===== config.mk =====
export PLATFORM = sky130hd
export DESIGN_NAME = dcc_top
export DESIGN_NICKNAME = d
export VERILOG_FILES = /design/src/verilog/dcc_sync.v /design/src/verilog/dcc_top.v
export VERILOG_INCLUDE_DIRS = /design/src /design/src/verilog
export SDC_FILE = /design/constraint.sdc
export NUM_CORES = 1
export LEC_CHECK = 0
export BUFFER_PORTS_ARGS = -buffer_cell sky130_fd_sc_hd__buf_4
export CORE_MARGIN = 2
export CORE_UTILIZATION = 55
export CTS_BUF_LIST = sky130_fd_sc_hd__clkbuf_4
export DETAILED_ROUTE_END_ITERATION = 8
export PLACE_DENSITY = 0.78
export SLEW_MARGIN = 20
export SYNTH_ARGS = -nofsm -noshare
export SYNTH_HDL_FRONTEND = slang
export SYNTH_SLANG_ARGS = --single-unit
export TNS_END_PERCENT = 1

===== constraint.sdc =====
create_clock -name core_clk -period 2.6 [get_ports core_clk]
set_clock_uncertainty 0.05 [all_clocks]
set_input_delay 0.39 -clock core_clk [delete_from_list [all_inputs] [get_ports core_clk]]
set_output_delay 0.39 -clock core_clk [all_outputs]
set_load 0.05 [all_outputs]

===== src/verilog/dcc_regs.vh =====
`ifndef DCC_REGS_VH
`define DCC_REGS_VH

// ----------------------------------------------------------------
// Serial frame layout
// ----------------------------------------------------------------
`define DCC_FRAME_BITS     5'h18
`define DCC_CNT_SAT        5'h19
`define DCC_CHAN_HI        17
`define DCC_CHAN_LO        16
`define DCC_SEL_HI         15
`define DCC_SEL_LO         13
`define DCC_SEL_CHAN_CTRL  3'h2
`define DCC_SEL_SOFTWARE   3'h4

// ----------------------------------------------------------------
// Channel control fields
// ----------------------------------------------------------------
`define DCC_CTL_POWER      8
`define DCC_CTL_CLEAR      7
`define DCC_CTL_DRIVE      6
`define DCC_CTL_RSEL       5
`define DCC_CTL_BOOST      4
`define DCC_CTL_OVR        3
`define DCC_CTL_RANGE_HI   2
`define DCC_CTL_RANGE_LO   0
`define DCC_CTL_RESET      9'h000
`define DCC_RANGE_RSVD     3'h7

// ----------------------------------------------------------------
// Software command fields
// ----------------------------------------------------------------
`define DCC_SW_USER        12
`define DCC_SW_CODE_HI     11
`define DCC_SW_CODE_LO     0
`define DCC_CODE_RESET     12'h555
`define DCC_CODE_SERVICE   12'h195

// ----------------------------------------------------------------
// Watchdog timing
// ----------------------------------------------------------------
// Timeout lengths in core_clk cycles at 40 MHz: 5, 10, 100 and 200 ms
`define DCC_WD_CYC0        24'h03_0D40
`define DCC_WD_CYC1        24'h06_1A80
`define DCC_WD_CYC2        24'h3D_0900
`define DCC_WD_CYC3        24'h7A_1200
`define DCC_WD_ZERO        24'h00_0000
`define DCC_WD_ONE         24'h00_0001

`endif


===== src/verilog/dcc_sync.v =====
`timescale 1ns/1ps

// Two-stage synchroniser for the pins from the serial link and the clear pin
module dcc_sync (
    input  wire       core_clk,
    input  wire       rst,
    input  wire [3:0] pin_in,
    output wire [3:0] pin_sync
);

    reg [3:0] stage1;
    reg [3:0] stage2;

    genvar g;
    generate
        for (g = 0; g < 4; g = g + 1) begin : g_bit
            // Idle level is 1 so an open frame is not seen out of reset
            always @(posedge core_clk) begin
                if (rst) begin
                    stage1[g] <= 1'b1;
                    stage2[g] <= 1'b1;
                end else begin
                    stage1[g] <= pin_in[g];
                    stage2[g] <= stage1[g];
                end
            end
        end
    endgenerate

    assign pin_sync = stage2;

endmodule // dcc_sync


===== src/verilog/dcc_top.v =====
// Function
// - Top bits 010 mark a channel control write; bits 12..9 ignored.
// - Power bit 8 powers converter, core and amplifiers of that channel only.
// - Bit 7 decides whether the channel follows the clear pin.
// - Bit 6 enables the channel output; zero by default.
// - Bit 5 picks internal sense resistor when 1, external when 0.
// - Bit 4 powers the channel boost converter up when 1.
// - A global input powers all boost converters up together.
// - Bit 3 adds overrange only on voltage ranges; default off.
// - Bits 2..0 choose one of seven output ranges; 000 default.
// - A software register write can reset the whole part. Here the synchroniser and serial shift register keep their state.
// - Software bit 12 is mirrored into the status user toggle bit.
// - Missed service with watchdog enabled raises the fault flag.
// - Disabled watchdog needs no service and raises no fault.
// - Code 0x555 in software bits 11..0 performs a software reset.
// - Period select 00,01,10,11 gives 5,10,100,200 ms timeout.
// - Watchdog runs only while its enable is 1; off after reset. The enable here is the watchdog_on input, which has no reset value.
`timescale 1ns/1ps
`include "dcc_regs.vh"

module dcc_top #(
    parameter [23:0] WD_CYC0 = `DCC_WD_CYC0,
    parameter [23:0] WD_CYC1 = `DCC_WD_CYC1,
    parameter [23:0] WD_CYC2 = `DCC_WD_CYC2,
    parameter [23:0] WD_CYC3 = `DCC_WD_CYC3
) (
    input  wire        core_clk,
    input  wire        rst,
    input  wire        sync_n,
    input  wire        sclk,
    input  wire        serial_in_line,
    input  wire        clear_pin,
    input  wire        all_boost_power_up,
    input  wire        watchdog_on,
    input  wire [1:0]  watchdog_period_select,
    output reg  [3:0]  chan_power_up,
    output reg  [3:0]  clear_participation,
    output reg  [3:0]  channel_cleared,
    output reg  [3:0]  output_drive_on,
    output reg  [3:0]  sense_resistor_select,
    output reg  [3:0]  boost_power,
    output reg  [3:0]  voltage_overrange,
    output reg  [11:0] output_range_code,
    output reg         user_toggle,
    output reg         soft_reset,
    output reg         fault_alert
);

    // ----------------------------------------------------------------
    // Pin synchronisation
    // ----------------------------------------------------------------
    wire [3:0] pin_sync;
    wire       sync_n_s;
    wire       sclk_s;
    wire       serial_in_s;
    wire       clear_s;

    dcc_sync u_sync (
        .core_clk (core_clk),
        .rst      (rst),
        .pin_in   ({clear_pin, serial_in_line, sclk, sync_n}),
        .pin_sync (pin_sync)
    );

    assign sync_n_s = pin_sync[0];
    assign sclk_s   = pin_sync[1];
    assign serial_in_s = pin_sync[2];
    assign clear_s  = pin_sync[3];

    // ----------------------------------------------------------------
    // Serial shift register
    // ----------------------------------------------------------------
    reg        sclk_d;
    reg        sync_d;
    reg [23:0] shift;
    reg [4:0]  bit_cnt;
    wire       sclk_rise;
    wire       frame_end;
    wire       frame_ok;

    // Edges are found on synchronised copies; the link clock is far
    // slower than core_clk, so no edge is missed
    assign sclk_rise = sclk_s & ~sclk_d;
    assign frame_end = sync_n_s & ~sync_d;
    // Only a frame of exactly the full length is acted on
    assign frame_ok  = frame_end & (bit_cnt == `DCC_FRAME_BITS);

    // Edge history of the link clock and the frame strobe
    always @(posedge core_clk) begin
        if (rst) begin
            sclk_d <= 1'b1;
            sync_d <= 1'b1;
        end else begin
            sclk_d <= sclk_s;
            sync_d <= sync_n_s;
        end
    end

    // Data shifts in MSB first on each rising link clock inside a frame
    always @(posedge core_clk) begin
        if (rst) begin
            shift   <= 24'h00_0000;
            bit_cnt <= 5'h00;
        end else if (sync_n_s) begin
            bit_cnt <= 5'h00;
        end else if (sclk_rise) begin
            shift <= {shift[22:0], serial_in_s};
            if (bit_cnt != `DCC_CNT_SAT) begin
                bit_cnt <= bit_cnt + 5'h01; // Saturates so long frames stay rejected
            end
        end
    end

    // ----------------------------------------------------------------
    // Command decode
    // ----------------------------------------------------------------
    wire [2:0]  reg_sel;
    wire [1:0]  chan_addr;
    wire [11:0] sw_code;
    wire        wr_ctrl;
    wire        wr_soft;
    wire        wd_service;
    wire        part_rst;

    assign reg_sel    = shift[`DCC_SEL_HI:`DCC_SEL_LO];
    assign chan_addr  = shift[`DCC_CHAN_HI:`DCC_CHAN_LO];
    assign sw_code    = shift[`DCC_SW_CODE_HI:`DCC_SW_CODE_LO];
    // Bits 12..9 are never looked at for a control write
    assign wr_ctrl    = frame_ok & (reg_sel == `DCC_SEL_CHAN_CTRL);
    assign wr_soft    = frame_ok & (reg_sel == `DCC_SEL_SOFTWARE);
    assign wd_service = wr_soft & (sw_code == `DCC_CODE_SERVICE);
    // Software reset acts one cycle after the frame, like a power-on reset
    assign part_rst   = rst | soft_reset;

    // Reset code gives a one-cycle pulse that clears the part except the synchroniser and serial shift register
    always @(posedge core_clk) begin
        if (part_rst) begin
            soft_reset <= 1'b0;
        end else begin
            soft_reset <= wr_soft & (sw_code == `DCC_CODE_RESET);
        end
    end

    // User bit mirrored for a loop-back check of the serial lines
    always @(posedge core_clk) begin
        if (part_rst) begin
            user_toggle <= 1'b0;
        end else if (wr_soft) begin
            user_toggle <= shift[`DCC_SW_USER];
        end
    end

    // ----------------------------------------------------------------
    // Per-channel control copies
    // ----------------------------------------------------------------
    genvar i;
    generate
        for (i = 0; i < 4; i = i + 1) begin : g_chan
            reg  [8:0] ctl;
            wire       is_current;

            assign is_current = ctl[`DCC_CTL_RANGE_HI];

            // Only the addressed channel takes the write
            always @(posedge core_clk) begin
                if (part_rst) begin
                    ctl <= `DCC_CTL_RESET;
                end else if (wr_ctrl && (chan_addr == i)) begin
                    ctl[`DCC_CTL_POWER:`DCC_CTL_OVR] <= shift[`DCC_CTL_POWER:`DCC_CTL_OVR];
                    // A reserved code would drive an undefined range; hold the old one
                    if (shift[`DCC_CTL_RANGE_HI:`DCC_CTL_RANGE_LO] != `DCC_RANGE_RSVD) begin
                        ctl[`DCC_CTL_RANGE_HI:`DCC_CTL_RANGE_LO] <=
                            shift[`DCC_CTL_RANGE_HI:`DCC_CTL_RANGE_LO];
                    end
                end
            end

            // Registered outputs towards the analog channel
            always @(posedge core_clk) begin
                if (part_rst) begin
                    chan_power_up[i]         <= 1'b0;
                    clear_participation[i]   <= 1'b0;
                    channel_cleared[i]       <= 1'b0;
                    output_drive_on[i]       <= 1'b0;
                    sense_resistor_select[i] <= 1'b0;
                    boost_power[i]           <= 1'b0;
                    voltage_overrange[i]     <= 1'b0;
                    output_range_code[3*i+2:3*i] <= 3'h0;
                end else begin
                    chan_power_up[i]         <= ctl[`DCC_CTL_POWER];
                    clear_participation[i]   <= ctl[`DCC_CTL_CLEAR];
                    channel_cleared[i]       <= clear_s & ctl[`DCC_CTL_CLEAR];
                    output_drive_on[i]       <= ctl[`DCC_CTL_DRIVE];
                    sense_resistor_select[i] <= ctl[`DCC_CTL_RSEL];
                    // Converter stays up while the channel core or output still needs it
                    boost_power[i]           <= ctl[`DCC_CTL_BOOST] | all_boost_power_up
                                              | ctl[`DCC_CTL_POWER] | ctl[`DCC_CTL_DRIVE];
                    // Current ranges have no overrange
                    voltage_overrange[i]     <= ctl[`DCC_CTL_OVR] & ~is_current;
                    output_range_code[3*i+2:3*i] <=
                        ctl[`DCC_CTL_RANGE_HI:`DCC_CTL_RANGE_LO];
                end
            end
        end
    endgenerate

    // ----------------------------------------------------------------
    // Watchdog
    // ----------------------------------------------------------------
    reg  [23:0] wd_cnt;
    reg  [23:0] wd_limit;
    wire        wd_expire;

    // Timeout length picked from the period select
    always @* begin
        case (watchdog_period_select)
            2'b00:   wd_limit = WD_CYC0;
            2'b01:   wd_limit = WD_CYC1;
            2'b10:   wd_limit = WD_CYC2;
            default: wd_limit = WD_CYC3;
        endcase
    end

    // A service in the last cycle restarts the count, so no false expiry
    assign wd_expire = (wd_cnt >= (wd_limit - `DCC_WD_ONE)) & ~wd_service;

    // Counter and fault flag; a latched fault stays up until a service or until the watchdog is disabled,
    // and a service on the last count restarts the count instead of expiring
    always @(posedge core_clk) begin
        if (part_rst || !watchdog_on) begin
            wd_cnt      <= `DCC_WD_ZERO;
            fault_alert <= 1'b0;
        end else begin
            if (wd_service || wd_expire) begin
                wd_cnt <= `DCC_WD_ZERO;
            end else begin
                wd_cnt <= wd_cnt + `DCC_WD_ONE;
            end
            fault_alert <= wd_expire | (fault_alert & ~wd_service);
        end
    end

endmodule // dcc_top


==> impl_results.md <==
* Row cnt at 36
* DP Cell Count at 751
* Number of I/O port buffers at 52
* Worst r2r path cells at 7
* Synthesized instance count at 586
* Die height at 104 µm
* Final Net Count at 680
* Initial antenna violation count at 0
* Vias per cell at 5.22
* Initial Util at 56.4%
* CTS sink count at 136
* Design Area, Final at 6320 µm²
* TritonCTS clock tree: yes
* Yosys reg bits at 136
* Slowest stage delay, CP at 0.50 ns
* Finish-stage setup viols at 0
* Syn Area/Cell at 9.36 µm²
* Area post-placement at 5980 µm²
* Die area at 10800 µm²
* Post_cts resized at 0
* Max VDD drop at 0.302 mV
* HP Class: primary input to register
* Most frequent cell after synthesis: dfxtp_1
* Fraction of registers with async set/reset at 0%
* R2R setup slack at 0.34 ns
* Vias in the first global route at 4040
* Top Metal Used: met4
* HP Start: all_boost_power_up
* Met3 wire length at 453 µm
* Reg power frac at 56.9%
* N_diodes at 0
* Root buf cell: clkbuf_4
* Finished Layout Cells at 787
* Area Overhead vs Synth at 15.3%
* Met2 WL at 5480 µm
* Detailed Routing Iterations Pass 1 at 4
* Maximum fanout along the worst path at 8
* CP arrival at 2.66 ns
* First-pass GRT wire length at 18800 µm
* Total GRT Usage at 21.6%
* Fin crit share at 86.9%
* DP HPWL at 7780 µm
* Clock tree buffer depth at 2
* Crit path cell chain: ha_1, and3_4, a221o_1, a211oi_2, nand4_4, buf_4, nor3_1
* Worst setup SP type: register
* Status: finished clean
* Hold-fix buffers, CTS at 4
* # DRC at 0
* Synth warn at 0
* Unique masters post-synth at 45
* WL/cell at 13.9 µm
* Pin count of the biggest net entering global routing at 39
* Sw power at 861 µW
* Final count of pins violating max slew at 0
* Core Region at 9730 µm²
* Critical setup path kind: register to register
* Clk_lat worst skew at 0.52 ns
* Synth area leaders: dfxtp_1, ha_1, nand2_1
* Cell Area, Synth at 5490 µm²
* TNS Setup at 0 ns
* Fmax at 0.443 GHz
* Hold path cells at 3
* Number of flops mapped to enable cells by yosys at 0
* Placer Congestion at 0.833
* Wire length on met1 at 4850 µm
* Clock share of power at 39.6%
* CP max-delay cell: dfxtp_1
* Post-synthesis sequential area ratio at 49.6%
* Width of the die at 104 µm
* P per Cell Area at 583 nW/µm²
* Leak at 2.44 nW
* CTS clock-pin slew for the worst setup and hold paths at 0.12 ns
* Overflow after GRT at 0
* Top cell types by occurrence after synthesis: dfxtp_1, nand2_1, a21oi_1
* Htree depth at 4
* Comb power frac at 3.5%
* CTS buffer count at 17
* DR iter-0 viols at 148
* End of the worst hold path: boost_power[1]
* CP required at 3.01 ns
* Max cap viols at 0
* Hold Vio Cnt, Final at 0
* Crit. End Element: register
* Routed vias at 4111
* Final core utilization at 65.0%
* Crit Reg-Reg Startpoint: wd_cnt[10]
* Top cell type's share of synthesized area at 49.6%
* Area leader, netlist: dfxtp_1
* Cell internal pwr at 2.83 mW
* Num ports at 53
* RR Endpoint: wd_cnt[16]
* Share of cells above drive strength 1 at 21.1%
* Antenna Nets Post-Route at 0
* Final wirelength at 11000 µm
* Final min period at 2.26 ns
* Post-CTS setup buffers at 0
* Most used flip-flop cell after synthesis: dfxtp_1
* Sw Share at 23.4%
* Unrepaired setup endpoints after global routing: no
## cells in the final DEF, fill, tap and decap left out, drive strengths merged, types with 2 or more instances in the layout
cell	count
dfxtp	136
nand2	95
buf	62
a21oi	58
nor3	40
nor2	35
ha	29
and2	28
inv	20
clkbuf	18
xnor2	17
nand3	15
or2	12
xor2	9
o21ai	9
and3	8
nor3b	6
nand4	6
nor4	6
clkinv	6
nand3b	4
dlygate4sd3	4
and4	3
bufinv	3
nand4bb	2
nand2b	2
or3	2
mux2i	2
and3b	2
conb	2
nor4b	2
## critical path: cells and delay by family, from the launching register on
| kind | cells | cell delay (ns) |
|---|---|---|
| AOI/OAI and AO/OA | 2 | 0.63 |
| and+or+nand+nor | 3 | 0.51 |
| DFF | 1 | 0.50 |
| adders and majority gates | 1 | 0.30 |
| buffers and inverters | 1 | 0.21 |
## power groups by stage
| stage | registers (mW) | clock network [mW] | logic (mW) |
|---|---|---|---|
| after detailed placement | 2.15 | 0 | 0.125 |
| after global routing | 2.10 | 1.59 | 0.144 |
| after floorplan | 2.16 | 0 | 0.0737 |
| after CTS | 2.10 | 1.49 | 0.130 |
| final | 2.10 | 1.46 | 0.129 |
| after global placement | 2.15 | 0 | 0.120 |
## per-layer routing
layer,GRT usage [%],up-vias
met5,0,-
met4,7.63,0
met3,6.02,15
met2,35.7,83
met1,27.2,1936
li1,-,2077
## layout make-up
| cell class | instances | area [µm²] |
|---|---|---|
| Multi-Input combinational cell | 404 | 2550 |
| Clock inverter | 14 | 169 |
| Timing Repair Buffer | 66 | 518 |
| Sequential cell | 136 | 2720 |
| Clock buffer | 18 | 135 |
| Fill cell | 825 | 3400 |
| Tap cell | 133 | 166 |
| Inverter | 16 | 60.1 |
## worst max-delay path by stage
stage                                    from         end  slack [ns]  depth (start not counted)
finish                             wd_cnt[10]  wd_cnt[16]        0.34                          7
global route                       wd_cnt[10]  wd_cnt[10]        0.21                          7
CTS                                wd_cnt[10]  wd_cnt[16]        0.33                          7
detailed placement  watchdog_period_select[0]  wd_cnt[16]       -0.04                         11
global placement    watchdog_period_select[0]  wd_cnt[17]        0.05                         11
floorplan           watchdog_period_select[0]  wd_cnt[20]        0.25                         10
## metrics by stage
| stage | hold slack (ns) | setup slack (ns) | power (mW) |
|---|---|---|---|
| detailed placement | 0.343 | -0.0367 | 2.27 |
| global placement | 0.342 | 0.0470 | 2.27 |
| floorplan | 0.339 | 0.248 | 2.23 |
| finish | 0.0882 | 0.342 | 3.69 |
| global route | 0.0312 | 0.213 | 3.84 |
| CTS | 0.0490 | 0.329 | 3.72 |
## sequential cells by signal, summed over array words and instances, names as in the netlist, 5 cells and up
register / flops
g_chan.ctl: 36
wd_cnt: 24
shift: 18
output_range_code: 12
bit_cnt: 5
## cells by family after synthesis
logic type      count (synthesis)  synth area share (%)
mux                             2                 0.365
buf+inv                        47                  3.95
simple gates                  271                  27.9
xor+xnor                       26                  4.15
fa+ha+maj                      29                  6.61
flops                         136                  49.6
compound gates                 74                  7.32
other cells                     1                0.0683
(Power assumes the default switching activity.)
